===== config.mk =====
export PLATFORM = sky130hd
export DESIGN_NAME = ctsc_top
export DESIGN_NICKNAME = d
export VERILOG_FILES = /design/src/logic/ctsc_pkg.sv /design/src/logic/ctsc_chan.sv /design/src/logic/ctsc_top.sv
export VERILOG_INCLUDE_DIRS = /design/src /design/src/logic
export SDC_FILE = /design/constraint.sdc
export NUM_CORES = 1
export LEC_CHECK = 0
export BUFFER_PORTS_ARGS = -buffer_cell sky130_fd_sc_hd__buf_4
export CAP_MARGIN = 20
export CORE_UTILIZATION = 51
export CTS_CLUSTER_DIAMETER = 100
export DETAILED_ROUTE_END_ITERATION = 10
export HOLD_SLACK_MARGIN = 0.05
export PLACE_DENSITY = 0.69
export SYNTH_ARGS = -nofsm -noshare
export SYNTH_HDL_FRONTEND = slang
export SYNTH_SLANG_ARGS = --single-unit

===== constraint.sdc =====
create_clock -name sys_clk -period 18 [get_ports sys_clk]
set_input_delay 2.7 -clock sys_clk [delete_from_list [all_inputs] [get_ports sys_clk]]
set_output_delay 2.7 -clock sys_clk [all_outputs]
set_load 0.02 [all_outputs]

===== src/logic/ctsc_map.svh =====
// Offsets, field positions, reset values and counts of the touch scan block
`ifndef CTSC_MAP_SVH
`define CTSC_MAP_SVH
// ==========================================================
// Sizes
`define CTSC_NMOD      2
`define CTSC_NKEY      4
// ==========================================================
// Register byte offsets and address pages
`define CTSC_OFF_CTRL0 12'h000
`define CTSC_OFF_CTRL1 12'h004
`define CTSC_PG_MOD    6'h01
`define CTSC_PG_CAP    7'h08
`define CTSC_PG_RES    7'h10
`define CTSC_SUB_MC1   2'h0
`define CTSC_SUB_MC2   2'h1
`define CTSC_SUB_CAP   2'h2
// ==========================================================
// Field positions
`define CTSC_B_START   0
`define CTSC_B_MODE    1
`define CTSC_B_BUSY    2
`define CTSC_B_OVF     3
`define CTSC_B_SHARED  0
`define CTSC_F_PRESET  15:8
`define CTSC_B_TSS     7
`define CTSC_B_ROEN    5
`define CTSC_B_KOEN    4
`define CTSC_F_KEN     3:0
`define CTSC_B_HIT     32
// ==========================================================
// Reset values, masks and counter limits
`define CTSC_MC1_MASK  8'hbf
`define CTSC_MC2_RST   8'he4
`define CTSC_PRE_RST   8'h00
`define CTSC_SLOT_MAX  8'hff
`define CTSC_UNIT_MAX  5'h1f
`define CTSC_DIV_MAX   2'h3
`define CTSC_LAST_SLOT 2'h3
`define CTSC_RESP_OK   2'h0
`define CTSC_RESP_ERR  2'h2
`endif


===== src/logic/ctsc_pkg.sv =====
// Shared types of the capacitive touch scan controller
`default_nettype none
`include "ctsc_map.svh"
package ctsc_pkg;
  // Sequencer phases
  typedef enum logic [1:0] {ph_idle, ph_load, ph_scan} ctsc_phase_t;
  // Counters of one touch module
  typedef struct packed {
    logic        hold;
    logic [15:0] cf;
    logic [15:0] cnt;
    logic [4:0]  unit;
    logic [7:0]  slot;
  } ctsc_chan_state_t;
  // Whole state of the top level
  typedef struct packed {
    logic start, start_d1, mode, shared, ovf, busy, run, irq;
    logic [7:0]                           preset;
    logic [1:0]                           div;
    logic [1:0]                           slot;
    ctsc_phase_t                          phase;
    logic [`CTSC_NMOD-1:0]                done;
    logic [`CTSC_NMOD-1:0][7:0]           mc1;
    logic [`CTSC_NMOD-1:0][7:0]           mc2;
    logic [`CTSC_NMOD-1:0][9:0]           refcap;
    logic [`CTSC_NMOD*`CTSC_NKEY-1:0][9:0]  capmem;
    logic [`CTSC_NMOD*`CTSC_NKEY-1:0][15:0] resmem;
    logic aw_v, w_v, bvalid, rvalid;
    logic [1:0]                           bresp;
    logic [1:0]                           rresp;
    logic [11:0]                          awaddr;
    logic [31:0]                          wdata;
    logic [3:0]                           wstrb;
    logic [31:0]                          rdata;
  } ctsc_top_state_t;
endpackage
`default_nettype wire


===== src/logic/ctsc_chan.sv =====
// Counter set of one touch module: frequency, period, unit and slot counters
`timescale 1ns/100ps
`default_nettype none
`include "ctsc_map.svh"

module ctsc_chan
(
  // Clock and reset
  input  wire logic        sys_clk,
  input  wire logic        reset,
  // Control from the sequencer
  input  wire logic        run,
  input  wire logic        clr_all,
  input  wire logic        slot_clr,
  input  wire logic        cf_clr,
  input  wire logic        slot_clk_sel,
  input  wire logic        div_tick,
  input  wire logic [7:0]  preset,
  input  wire logic [1:0]  key_sel,
  // Oscillator ticks
  input  wire logic        ref_tick,
  input  wire logic [3:0]  key_tick,
  // Results
  output logic      [15:0] cf_count,
  output logic             slot_ovf
);

  // ==========================================================
  // State and slot clock
  ctsc_pkg::ctsc_chan_state_t q;     // Registered counters
  ctsc_pkg::ctsc_chan_state_t n;     // Next counters
  logic                       tick;  // Slot clock enable
  logic                       live;  // Counting allowed

  // Reference oscillator or system clock over four
  assign tick = slot_clk_sel ? div_tick : ref_tick;
  // A module that overflowed waits for the next slot
  assign live = run & ~q.hold;
  assign slot_ovf = live & tick & (q.unit == `CTSC_UNIT_MAX)
                    & (q.slot == `CTSC_SLOT_MAX);
  assign cf_count = q.cf;

  // ==========================================================
  // Counter updates
  always_comb
  begin
    n = q;
    // Sense cycles of the selected key only
    if (live & key_tick[key_sel])
    begin
      n.cf = q.cf + 16'h1;
    end
    // Slot clock drives period, unit and slot counters
    if (live & tick)
    begin
      n.cnt  = q.cnt + 16'h1;
      n.unit = q.unit + 5'h1;
      if (q.unit == `CTSC_UNIT_MAX)
      begin
        n.slot = q.slot + 8'h1;
      end
    end
    // Overflow reloads the software period and halts
    if (slot_ovf)
    begin
      n.slot = preset;
      n.hold = 1'h1;
    end
    // End of a slot clears period and unit counters and reloads the slot counter
    if (slot_clr)
    begin
      n.cnt  = 16'h0;
      n.unit = 5'h0;
      n.slot = preset;
      n.hold = 1'h0;
    end
    if (cf_clr)
    begin
      n.cf = 16'h0;
    end
    // Start going low keeps the slot counter on purpose
    if (clr_all)
    begin
      n.cf   = 16'h0;
      n.cnt  = 16'h0;
      n.unit = 5'h0;
      n.hold = 1'h0;
    end
  end

  // Register stage
  always_ff @(posedge sys_clk or posedge reset)
  begin
    if (reset)
      q <= '0;
    else
      q <= n;
  end

endmodule
`default_nettype wire


===== src/logic/ctsc_top.sv =====
// Capacitive touch scan controller: registers, sequencer and data memory
`timescale 1ns/100ps
`default_nettype none
`include "ctsc_map.svh"

// Behaviour
// - Count sense cycles within divided reference window
// - Four independent sense oscillators per identical module
// - Shared start; module 0 slot counter optionally shared
// - Start low clears frequency, period, unit counters
// - Start low leaves slot counter unchanged
// - Start rising edge switches all counters on
// - Slot overflow stops counters; oscillators stop when busy falls
// - Slot clock: reference oscillator or clock/4
// - Oscillators run when their enable bits set
// - Interrupt on overflow of enabled modules; clear
// - Manual mode interrupts at window end
// - Mode bit low auto, high manual
// - Auto scans keys in slot select order
// - Auto enables key oscillators at start, reference ones on reference slot clock; off at busy
// - Auto start loads first capacitor value
// - Then write count to last result location
// - Slot end: load next capacitor, store count
// - Four slots, then overflow high, busy low
// - Completion reloads first capacitor, stores count
// - Separate result and capacitor memories
// - Overflow flag set together with interrupt
// - Select codes map keys; slot 0 manual mux
// - Auto clears count after slots 0-2 only
module ctsc_top
(
  // Clock and reset
  input  wire logic                    sys_clk,
  input  wire logic                    reset,
  // AXI4-Lite write address and data
  input  wire logic [11:0]             s_axi_awaddr,
  input  wire logic                    s_axi_awvalid,
  output logic                         s_axi_awready,
  input  wire logic [31:0]             s_axi_wdata,
  input  wire logic [3:0]              s_axi_wstrb,
  input  wire logic                    s_axi_wvalid,
  output logic                         s_axi_wready,
  // AXI4-Lite write response
  output logic [1:0]                   s_axi_bresp,
  output logic                         s_axi_bvalid,
  input  wire logic                    s_axi_bready,
  // AXI4-Lite read
  input  wire logic [11:0]             s_axi_araddr,
  input  wire logic                    s_axi_arvalid,
  output logic                         s_axi_arready,
  output logic [31:0]                  s_axi_rdata,
  output logic [1:0]                   s_axi_rresp,
  output logic                         s_axi_rvalid,
  input  wire logic                    s_axi_rready,
  // Analog oscillator side
  input  wire logic [`CTSC_NMOD-1:0]   ref_tick,
  input  wire logic [`CTSC_NMOD*4-1:0] key_tick,
  output logic [`CTSC_NMOD-1:0]        ref_osc_enable,
  output logic [`CTSC_NMOD*4-1:0]      key_osc_enable,
  output logic [`CTSC_NMOD*2-1:0]      key_mux_sel,
  output logic [`CTSC_NMOD*10-1:0]     ref_cap_value,
  // Touch interrupt
  output logic                         touch_irq
);

  localparam int NM = `CTSC_NMOD;
  localparam int NK = `CTSC_NKEY;

  // ==========================================================
  // State and local signals
  ctsc_pkg::ctsc_top_state_t q;       // Registered state
  ctsc_pkg::ctsc_top_state_t n;       // Next state
  logic [NM-1:0][15:0]       cf_all;  // Frequency counts
  logic [NM-1:0]             ovf_p;   // Per-module slot overflow
  logic [NM-1:0]             used;    // Modules with keys enabled
  logic [NM-1:0][1:0]        sel;     // Key being counted
  logic                      rise;    // Start low to high
  logic                      fall;    // Start high to low
  logic                      slot_end;
  logic                      cf_clr;
  logic                      div_tick;
  logic                      wr_go;

  // Start edges as single-cycle pulses
  assign rise = q.start & ~q.start_d1;
  assign fall = ~q.start & q.start_d1;
  assign div_tick = (q.div == `CTSC_DIV_MAX);
  assign wr_go = q.aw_v & q.w_v & ~q.bvalid;
  // Module 0 alone, or every module in use, ends a slot
  assign slot_end = (q.phase == ctsc_pkg::ph_scan)
                    & (q.shared ? ovf_p[0] : &(q.done | ovf_p | ~used));
  // Count is kept at the end of the last auto slot
  assign cf_clr = fall
                  | (slot_end & ~q.mode & (q.slot != `CTSC_LAST_SLOT));
  assign touch_irq = q.irq;

  // ==========================================================
  // Per-module counters and pins; all modules alike
  for (genvar m = 0; m < NM; m++)
  begin : g_mod
    // Manual mode muxes with the slot 0 field
    assign sel[m] = q.mode ? q.mc2[m][1:0]
                           : q.mc2[m][{q.slot, 1'h0} +: 2];
    assign used[m] = |q.mc1[m][`CTSC_F_KEN];
    assign key_mux_sel[m*2 +: 2] = sel[m];
    assign ref_cap_value[m*10 +: 10] = q.refcap[m];
    // Oscillators follow their enable bits
    assign ref_osc_enable[m] = q.mc1[m][`CTSC_B_ROEN];
    assign key_osc_enable[m*4 +: 4] = q.mc1[m][`CTSC_F_KEN]
                                      & {4{q.mc1[m][`CTSC_B_KOEN]}};
    ctsc_chan u_chan
    (
      .sys_clk      (sys_clk),
      .reset        (reset),
      .run          (q.run),
      .clr_all      (fall),
      .slot_clr     (rise | slot_end),
      .cf_clr       (cf_clr),
      .slot_clk_sel (q.mc1[m][`CTSC_B_TSS]),
      .div_tick     (div_tick),
      .preset       (q.preset),
      .key_sel      (sel[m]),
      .ref_tick     (ref_tick[m]),
      .key_tick     (key_tick[m*4 +: 4]),
      .cf_count     (cf_all[m]),
      .slot_ovf     (ovf_p[m])
    );
  end

  // ==========================================================
  // Register read decode; bit 32 marks a mapped address
  function automatic logic [32:0] rd_word
  (
    input ctsc_pkg::ctsc_top_state_t s,
    input logic [11:0]               a,
    input logic [NM-1:0][15:0]       cf
  );
    logic [32:0] r;
    logic [1:0]  m;
    r = '0;
    m = a[5:4];
    if (a == `CTSC_OFF_CTRL0)
    begin
      r[`CTSC_B_HIT]   = 1'h1;
      r[`CTSC_B_START] = s.start;
      r[`CTSC_B_MODE]  = s.mode;
      r[`CTSC_B_BUSY]  = s.busy;
      r[`CTSC_B_OVF]   = s.ovf;
    end
    else if (a == `CTSC_OFF_CTRL1)
    begin
      r[`CTSC_B_HIT]    = 1'h1;
      r[`CTSC_B_SHARED] = s.shared;
      r[`CTSC_F_PRESET] = s.preset;
    end
    else if ((a[11:6] == `CTSC_PG_MOD) && (m < NM))
    begin
      r[`CTSC_B_HIT] = 1'h1;
      unique case (a[3:2])
        `CTSC_SUB_MC1: r[7:0]  = s.mc1[m];
        `CTSC_SUB_MC2: r[7:0]  = s.mc2[m];
        `CTSC_SUB_CAP: r[9:0]  = s.refcap[m];
        default:       r[15:0] = cf[m];
      endcase
    end
    // Capacitor memory and result memory live apart
    else if (a[11:5] == `CTSC_PG_CAP)
    begin
      r[`CTSC_B_HIT] = 1'h1;
      r[9:0]         = s.capmem[a[4:2]];
    end
    else if (a[11:5] == `CTSC_PG_RES)
    begin
      r[`CTSC_B_HIT] = 1'h1;
      r[15:0]        = s.resmem[a[4:2]];
    end
    return r;
  endfunction

  // Byte-lane merge of a write into the old word
  function automatic logic [31:0] merge
  (
    input logic [31:0] o,
    input logic [31:0] d,
    input logic [3:0]  s
  );
    logic [31:0] r;
    r = o;
    for (int b = 0; b < 4; b++)
      if (s[b])
        r[b*8 +: 8] = d[b*8 +: 8];
    return r;
  endfunction

  assign s_axi_awready = ~q.aw_v & ~q.bvalid;
  assign s_axi_wready  = ~q.w_v & ~q.bvalid;
  assign s_axi_arready = ~q.rvalid;
  assign s_axi_bvalid  = q.bvalid;
  assign s_axi_bresp   = q.bresp;
  assign s_axi_rvalid  = q.rvalid;
  assign s_axi_rdata   = q.rdata;
  assign s_axi_rresp   = q.rresp;

  // ==========================================================
  // Next-state logic: bus first, so hardware events win over writes
  always_comb
  begin
    logic [32:0] rw;
    logic [32:0] rr;
    logic [31:0] wv;
    logic [1:0]  m;
    rw = rd_word(q, q.awaddr, cf_all);
    rr = rd_word(q, s_axi_araddr, cf_all);
    wv = merge(rw[31:0], q.wdata, q.wstrb);
    m  = q.awaddr[5:4];
    n  = q;
    n.irq      = 1'h0;
    n.start_d1 = q.start;
    n.div      = q.div + 2'h1;
    // Address and data are taken in either order
    if (s_axi_awvalid & s_axi_awready)
    begin
      n.aw_v   = 1'h1;
      n.awaddr = s_axi_awaddr;
    end
    if (s_axi_wvalid & s_axi_wready)
    begin
      n.w_v   = 1'h1;
      n.wdata = s_axi_wdata;
      n.wstrb = s_axi_wstrb;
    end
    if (s_axi_bvalid & s_axi_bready)
      n.bvalid = 1'h0;
    if (wr_go)
    begin
      n.aw_v   = 1'h0;
      n.w_v    = 1'h0;
      n.bvalid = 1'h1;
      n.bresp  = rw[`CTSC_B_HIT] ? `CTSC_RESP_OK : `CTSC_RESP_ERR;
      if (q.awaddr == `CTSC_OFF_CTRL0)
      begin
        n.start = wv[`CTSC_B_START];
        n.mode  = wv[`CTSC_B_MODE];
        // Writing zero clears the overflow flag
        if (!wv[`CTSC_B_OVF])
          n.ovf = 1'h0;
      end
      else if (q.awaddr == `CTSC_OFF_CTRL1)
      begin
        n.shared = wv[`CTSC_B_SHARED];
        n.preset = wv[`CTSC_F_PRESET];
      end
      else if ((q.awaddr[11:6] == `CTSC_PG_MOD) && (m < NM))
      begin
        unique case (q.awaddr[3:2])
          `CTSC_SUB_MC1: n.mc1[m] = wv[7:0] & `CTSC_MC1_MASK;
          `CTSC_SUB_MC2: n.mc2[m] = wv[7:0];
          `CTSC_SUB_CAP: n.refcap[m] = wv[9:0];
          default:       ;
        endcase
      end
      else if (q.awaddr[11:5] == `CTSC_PG_CAP)
        n.capmem[q.awaddr[4:2]] = wv[9:0];
    end
    // Reads answer one cycle after the address is taken
    if (s_axi_rvalid & s_axi_rready)
      n.rvalid = 1'h0;
    if (s_axi_arvalid & s_axi_arready)
    begin
      n.rvalid = 1'h1;
      n.rdata  = rr[31:0];
      n.rresp  = rr[`CTSC_B_HIT] ? `CTSC_RESP_OK : `CTSC_RESP_ERR;
    end

    // Sequencer
    n.done = q.done | ovf_p;
    if (rise)
    begin
      // Manual mode switches the counters on with the start edge, auto mode after the load phase
      n.busy = 1'h1;
      n.slot = 2'h0;
      n.done = '0;
      if (q.mode)
      begin
        n.run   = 1'h1;
        n.phase = ctsc_pkg::ph_scan;
      end
      else
      begin
        n.phase = ctsc_pkg::ph_load;
        // Auto mode turns the key oscillators on itself, and the reference one if it clocks the slot
        for (int i = 0; i < NM; i++)
        begin
          n.mc1[i][`CTSC_B_KOEN] = 1'h1;
          if (!q.mc1[i][`CTSC_B_TSS])
            n.mc1[i][`CTSC_B_ROEN] = 1'h1;
        end
      end
    end
    else if (fall)
    begin
      n.run   = 1'h0;
      n.busy  = 1'h0;
      n.phase = ctsc_pkg::ph_idle;
    end
    else if (q.phase == ctsc_pkg::ph_load)
    begin
      // First capacitor in, then count to last location
      for (int i = 0; i < NM; i++)
      begin
        n.refcap[i] = q.capmem[i*NK];
        n.resmem[i*NK + NK - 1] = cf_all[i];
      end
      n.run   = 1'h1;
      n.phase = ctsc_pkg::ph_scan;
    end
    else if (slot_end)
    begin
      n.done = '0;
      if (q.mode || (q.slot == `CTSC_LAST_SLOT))
      begin
        // Window done: flag, interrupt and stop
        n.ovf   = 1'h1;
        n.irq   = 1'h1;
        n.busy  = 1'h0;
        n.run   = 1'h0;
        n.phase = ctsc_pkg::ph_idle;
        if (!q.mode)
        begin
          // Completion reloads first capacitor and stores count
          for (int i = 0; i < NM; i++)
          begin
            n.refcap[i] = q.capmem[i*NK];
            n.resmem[i*NK + NK - 1] = cf_all[i];
          end
        end
      end
      else
      begin
        // Next capacitor loaded and current count stored in the same cycle
        for (int i = 0; i < NM; i++)
        begin
          n.refcap[i] = q.capmem[i*NK + int'(q.slot) + 1];
          n.resmem[i*NK + int'(q.slot)] = cf_all[i];
        end
        n.slot = q.slot + 2'h1;
      end
    end
    // Busy falling switches both oscillators off
    if (q.busy && !n.busy)
    begin
      for (int i = 0; i < NM; i++)
      begin
        n.mc1[i][`CTSC_B_ROEN] = 1'h0;
        n.mc1[i][`CTSC_B_KOEN] = 1'h0;
      end
    end
  end

  // Register stage
  always_ff @(posedge sys_clk or posedge reset)
  begin
    if (reset)
    begin
      q        <= '0;
      q.preset <= `CTSC_PRE_RST;
      q.mc2    <= {NM{`CTSC_MC2_RST}};
    end
    else
      q <= n;
  end

  // ==========================================================
  // Assertions
  a_irq_with_flag: assert property (@(posedge sys_clk) disable iff (reset)
    touch_irq |-> q.ovf && !q.busy)
    else $error("interrupt without overflow flag");
  a_stop_clears_cf: assert property (@(posedge sys_clk) disable iff (reset)
    fall |=> cf_all == '0)
    else $error("count not cleared when start fell");
  a_rise_busy: assert property (@(posedge sys_clk) disable iff (reset)
    rise |=> q.busy && q.phase != ctsc_pkg::ph_idle)
    else $error("start edge did not begin a scan");
  a_busy_fall_osc: assert property (@(posedge sys_clk) disable iff (reset)
    $fell(q.busy) |-> ref_osc_enable == '0 && key_osc_enable == '0)
    else $error("oscillators left on after busy fell");
  a_load_cap: assert property (@(posedge sys_clk) disable iff (reset)
    q.phase == ctsc_pkg::ph_load && !fall
    |=> q.refcap[0] == $past(q.capmem[0]) && q.run)
    else $error("first capacitor value not loaded");
  a_manual_key: assert property (@(posedge sys_clk) disable iff (reset)
    q.mode |-> key_mux_sel[1:0] == q.mc2[0][1:0])
    else $error("manual key select not from slot 0 field");
  a_ovf_last_slot: assert property (@(posedge sys_clk) disable iff (reset)
    touch_irq && !q.mode |-> q.slot == `CTSC_LAST_SLOT)
    else $error("auto scan ended before slot 3");
  a_div_period: assert property (@(posedge sys_clk) disable iff (reset)
    div_tick |=> !div_tick [*3] ##1 div_tick)
    else $error("system clock divider is not four");
  a_shared_end: assert property (@(posedge sys_clk) disable iff (reset)
    q.phase == ctsc_pkg::ph_scan && q.shared && ovf_p[0] && !fall
    |=> q.slot != $past(q.slot) || !q.busy)
    else $error("module 0 overflow did not end the slot");

endmodule
`default_nettype wire


==> results of run 1 <==
[kinds of logic (layout without fill, tap and decap cells)]
family	count (synthesis)	after routing	share of synthesized area (%)
buffers and inverters	246	265	5.35
AO/OA/AOI/OAI	460	460	12.5
other	1	18	0.0164
multiplexers	406	406	26.1
adder cells (fa/ha/maj)	15	15	0.822
XOR/XNOR	23	23	0.883
AND/OR/NAND/NOR	531	531	11.1
flip-flops	394	394	43.3
[layout by cell type (no fill, tap or decap), types with 19 or more instances in the layout]
master | Yosys | layout
a211oi_1 | 19 | 19
a21oi_1 | 96 | 95
a221oi_1 | 24 | 24
buf_4 | 65 | 153
clkbuf_16 | 0 | 45
dfrtp_1 | 386 | 383
inv_1 | 29 | 28
mux2_2 | 211 | 211
mux2i_1 | 61 | 61
mux4_2 | 130 | 130
nand2_1 | 208 | 208
nand3_1 | 44 | 42
nor2_1 | 112 | 112
nor2b_1 | 19 | 19
nor3_1 | 33 | 33
o21ai_0 | 182 | 181
o22ai_1 | 21 | 21
or3_1 | 20 | 20
[power groups by stage]
stage | clock (uW) | sequential [uW] | combinational (uW)
global placement | 0 | 1150 | 993
floorplan | 0 | 1060 | 760
CTS | 964 | 1140 | 1010
detailed placement | 0 | 1160 | 1010
global route | 999 | 1160 | 1100
finish | 954 | 1150 | 1050
[metal layers]
| metal | part of all wire, % | wire (um) | global-route usage (%) | vias up |
|---|---|---|---|---|
| met1 | 39 | 28600 | 43.6 | 9082 |
| met5 | 0.018 | 13 | 0 | - |
| met3 | 11 | 7730 | 9.64 | 276 |
| met2 | 44 | 32600 | 48.7 | 1039 |
| li1 | - | - | - | 7681 |
| met4 | 6.0 | 4400 | 18.2 | 2 |
[metrics by stage]
step	total power [uW]	instance area [um^2]	hold slack, ps
6_report	3150	25300	427
5_1_grt	3260	25300	456
4_1_cts	3120	25200	433
3_5_place_dp	2170	23700	425
3_3_place_gp	2150	23700	415
2_1_floorplan	1820	22900	401
[critical path: stages (launching register included)]
cell	delay (ps)
dfrtp_2	340
buf_4	540
mux2_2	450
a221oi_1	670
inv_1	270
buf_4	240
[sequential cells by signal (all words and copies together), names as in the netlist]
register and count:
touch_irq 1, s_axi_rdata 16, q 290, s_axi_rvalid 1, n 1, g_mod.u_chan.q 28, s_axi_rresp 1, ref_cap_value 20
g_mod.u_chan.cf_count 32, s_axi_bresp 1, s_axi_bvalid 1, ref_osc_enable 2
[final cells by class]
| class | instances | area (um^2) | area share [%] |
|---|---|---|---|
| multi-input combinational | 1453 | 11800 | 46.8 |
| sequential | 394 | 9880 | 39.1 |
| clock buffer | 62 | 1280 | 5.06 |
| timing repair buffer | 157 | 1210 | 4.77 |
| tap | 592 | 741 | 2.93 |
| clock inverter | 15 | 233 | 0.920 |
| inverter | 31 | 124 | 0.490 |
[final timing paths]
kind	end	slack, ps
min reg2reg	q[354]	430
max	key_mux_sel[3]	12170
max in group asynchronous	q[175]	13790
min	q[354]	430
min in group asynchronous	q[133]	2220
max reg2reg	ref_cap_value[9]	13750
==> impl_metrics.env, run 1 <==
export IMPL_cp_max_fo=37
export IMPL_drive_above_1_share_pct=28.3
export IMPL_avgRoutedWirePerCell_um=27.1
export IMPL_place_ws_ps=12270
export IMPL_period_share_pct=32.4
export IMPL_routed_wirelength_um=73300
export IMPL_cts_path_max_buffers=3
export IMPL_clk_latency_ps=590
export IMPL_synthArstFlopShare_pct=100
export IMPL_rsz0062_at_grt="false"
export IMPL_ys_warnings_count=0
export IMPL_final_util_pct=57.2
export IMPL_setup_viol=0
export IMPL_p_seq_share_pct=36.5
export IMPL_die_w_um=214
export IMPL_die_height_um=214
export IMPL_place_gp_congestion=1.00
export IMPL_htree_levels=2
export IMPL_clock_sinks=394
export IMPL_peakVddDrop_uv=87.6
export IMPL_dp_cells=2622
export IMPL_synth_distinct_cells=82
export IMPL_drt_iter0_drc=2347
export IMPL_first_pass_iters=8
export IMPL_p_comb_share_pct=33.2
export IMPL_regToRegStartpoint="q[70]"
export IMPL_synth_edff_count=0
export IMPL_io_pins=153
export IMPL_grt_pass1_wl_um=111000
export IMPL_finalClockSkew_ps=21.2
export IMPL_rows=77
export IMPL_cp_startpoint="q[352]"
export IMPL_synthTopCellsByCount="dfrtp_1, mux2_2, nand2_1"
export IMPL_holdPathStages=1
export IMPL_switchingPower_uw=1210
export IMPL_p_sw_share_pct=38.3
export IMPL_crit_type="reg2out"
export IMPL_synth_flop_cell="dfrtp_1"
export IMPL_internal_power_uw=1950
export IMPL_required_ps=15300
export IMPL_cts_tree="done"
export IMPL_relSlewSlack_pct=25.8
export IMPL_start_kind="flop"
export IMPL_initial_core_util_pct=51.6
export IMPL_outcome="finished clean"
export IMPL_ys_top_cells_by_area="dfrtp_1, mux4_2, mux2_2"
export IMPL_syn_avg_cell_area_um2=11.0
export IMPL_setup_tns_ps=0
export IMPL_detail_route_antenna_nets=0
export IMPL_yosys_area_top_type_share_pct=42.3
export IMPL_clkTransAtPathRegs_ps=60
export IMPL_cap_violations=0
export IMPL_dieArea_um2=45600
export IMPL_maxSlewViolCount=0
export IMPL_cts_resized=0
export IMPL_nets=2173
export IMPL_grtUsageTotal_pct=32.9
export IMPL_vias_per_cell=6.69
export IMPL_vias=18100
export IMPL_syn_to_final_growth_pct=10.8
export IMPL_p_leak_uw=0.0111
export IMPL_root_buffer="clkbuf_16"
export IMPL_synth_largest_area_cell="dfrtp_1"
export IMPL_dp_hpwl_um=49500
export IMPL_worst_slack_ps=12170
export IMPL_syn_area_um2=22800
export IMPL_fin_crit_ps=5830
export IMPL_hold_viol=0
export IMPL_grt_max_degree=162
export IMPL_post_cts_setup_buffer_count=0
export IMPL_p_clk_share_pct=30.3
export IMPL_powerDensity_nw_per_um2=125
export IMPL_ys_ff_latch=394
export IMPL_yosysMostFrequentCell="dfrtp_1"
export IMPL_coreArea_um2=44200
export IMPL_final_cell_count_no_fill=2704
export IMPL_hold_path_startpoint="q[354]"
export IMPL_crit_path_end_kind="output port"
export IMPL_hp_class="reg2reg"
export IMPL_diodes=0
export IMPL_grt_pass1_vias=17700
export IMPL_worstRegToRegCells=10
export IMPL_fillers=3653
export IMPL_io_buffers=116
export IMPL_cts_buffers=44
export IMPL_fmax_mhz=172
export IMPL_worst_pin_slew_ps=1110
export IMPL_grt_overflow=0
export IMPL_drcViolationCount=0
export IMPL_antenna_found_initial=3
export IMPL_ctsHoldBuffers=0
export IMPL_postSynthCellCount=2076
export IMPL_critPathArrivalTime_ps=3130
export IMPL_ys_seq_area_share_pct=43.3
(Power assumes the default switching activity.)
==> run 2, diff against run 1 <==
==> constraint.sdc (replaced) <==
create_clock -name sys_clk -period 5.9 [get_ports sys_clk]
set_input_delay 0.885 -clock sys_clk [delete_from_list [all_inputs] [get_ports sys_clk]]
set_output_delay 0.885 -clock sys_clk [all_outputs]
set_load 0.02 [all_outputs]
==> impl_metrics.env, run 2 (synthesis results as in run 1) <==
export IMPL_final_util_pct=57.1
export IMPL_r2r_end="q[136]"
export IMPL_drive_above_1_share_pct=28.4
export IMPL_vias=18100
export IMPL_critPathMaxStageDelay_ps=730
export IMPL_detail_route_antenna_nets=0
export IMPL_cts_path_max_buffers=3
export IMPL_regToRegStartpoint="q[365]"
export IMPL_grt_max_degree=161
export IMPL_cp_top_family="compound AO/OA/AOI/OAI gates"
export IMPL_p_comb_share_pct=33.1
export IMPL_cap_violations=0
export IMPL_cts_buffers=44
export IMPL_cp_max_fo=18
export IMPL_grtUsageTotal_pct=32.1
export IMPL_p_leak_uw=0.0111
export IMPL_rows=77
export IMPL_cpMaxStageDelayCell="o21ai_2"
export IMPL_vias_per_cell=6.67
export IMPL_crit_type="reg2reg"
export IMPL_hp_class="in2async"
export IMPL_grt_pass1_wl_um=108000
export IMPL_routed_wirelength_um=72700
export IMPL_cts_tree="done"
export IMPL_power_uw=9520
export IMPL_powerDensity_nw_per_um2=377
export IMPL_antenna_found_initial=2
export IMPL_start_kind="flop"
export IMPL_largest_reg_flops=290
export IMPL_htree_levels=2
export IMPL_layout_commonest_cell="dfrtp_1"
export IMPL_first_pass_iters=8
export IMPL_maxSlewViolCount=0
export IMPL_drcViolationCount=0
export IMPL_reg2reg_slack_ps=1930
export IMPL_p_clk_share_pct=29.3
export IMPL_io_pins=153
export IMPL_worstSetupEndpoint="q[136]"
export IMPL_io_buffers=116
export IMPL_place_gp_congestion=0.979
export IMPL_hold_viol=0
export IMPL_final_cell_mix="dfrtp_1, mux2_2, nand2_1, o21ai_0, buf_4"
export IMPL_outcome="finished clean"
export IMPL_fin_crit_ps=3970
export IMPL_die_w_um=214
export IMPL_dp_hpwl_um=50400
export IMPL_max_flop_register="q"
export IMPL_cp_cell_sequence="nor2b_1 > nand3b_1 > o31ai_1 > nand3_1 > buf_4 > o21ai_2 > buf_4 > nand2_1 > o21ai_0"
export IMPL_cp_startpoint="q[365]"
export IMPL_period_share_pct=67.4
export IMPL_nets=2178
export IMPL_rsz0062_at_grt="false"
export IMPL_p_seq_share_pct=37.5
export IMPL_grt_pass1_vias=17300
export IMPL_coreArea_um2=44200
export IMPL_ctsHoldBuffers=0
export IMPL_required_ps=6380
export IMPL_relSlewSlack_pct=22.0
export IMPL_clkTransAtPathRegs_ps=60
export IMPL_root_buffer="clkbuf_16"
export IMPL_drt_iter0_drc=2224
export IMPL_path_buf_inv=2
export IMPL_post_cts_setup_buffer_count=0
export IMPL_crit_path_frequent_cell="buf_4"
export IMPL_peakVddDrop_uv=270
export IMPL_crit_cells=9
export IMPL_dieArea_um2=45600
export IMPL_critPathArrivalTime_ps=4460
export IMPL_syn_to_final_growth_pct=10.7
export IMPL_clock_sinks=394
export IMPL_internal_power_uw=5810
export IMPL_cts_resized=0
export IMPL_switchingPower_uw=3710
export IMPL_worst_pin_slew_ps=1170
export IMPL_crit_path_end_kind="flop"
export IMPL_initial_core_util_pct=51.6
export IMPL_avgRoutedWirePerCell_um=26.8
export IMPL_setup_viol=0
export IMPL_diodes=0
export IMPL_p_sw_share_pct=38.9
export IMPL_clk_latency_ps=590
export IMPL_finalClockSkew_ps=25.4
export IMPL_die_height_um=214
export IMPL_fmax_mhz=252
export IMPL_worstRegToRegCells=9
export IMPL_grt_overflow=0
run 2: cell types whose count changed in the layout (fill, tap and decap cells not counted), moves of 2 or more:
cell and delta:
buf_12 +2, buf_4 +4, bufinv_16 -2, clkbuf_1 +3
clkbuf_8 -3, clkinv_2 +3
run 2: stage by stage:
step	worst slack (ps)	area, um^2	cells	hold slack, ps	TNS, ps
6_report	1930	25300	2712	311	0
5_1_grt	1720	25300	2712	330	0
4_1_cts	2000	25200	2708	308	0
3_5_place_dp	2060	23800	2628	422	0
3_3_place_gp	2070	23800	2627	414	0
2_1_floorplan	-280	22900	2093	401	-108200
run 2: power groups by stage:
stage	Sequential (uW)	Combinational, uW	Clock, uW
finish	3570	3160	2790
global route	3600	3310	2930
CTS	3540	3070	2820
detailed placement	3590	3060	0
global placement	3570	3010	0
floorplan	3240	2320	0
run 2: cell type report:
cell class | instances | area, um^2
fillers | 3684 | 18900
multi-input cells | 1453 | 11800
flip-flops and latches | 394 | 9880
repair buffers | 162 | 1270
clock buffers | 61 | 1220
well taps | 592 | 741
clock inverters | 19 | 221
inverters | 31 | 120
run 2: worst min path at each step:
stage | from | to | slack [ps] | depth (start not counted)
2_1_floorplan | q[354] | q[354] | 400 | 1
3_3_place_gp | q[354] | q[354] | 410 | 1
3_5_place_dp | q[354] | q[354] | 420 | 1
4_1_cts | reset | q[117] | 310 | 2
5_1_grt | reset | q[117] | 330 | 2
6_report | reset | q[117] | 310 | 2
run 2: metal layers:
metal	global-route usage [%]	part of all wire [%]	vias to the layer above
met5	0	0.039	-
met4	15.6	5.2	4
met3	9.26	11	233
met2	48.5	45	1037
met1	42.6	39	9126
li1	-	-	7685
run 2: worst register-to-register path: stages (launching register included):
cell and delay (ps):
dfrtp_1 390, nor2b_1 580, nand3b_1 440, o31ai_1 630, nand3_1 140, buf_4 210
o21ai_2 730, buf_4 420, nand2_1 120, o21ai_0 210
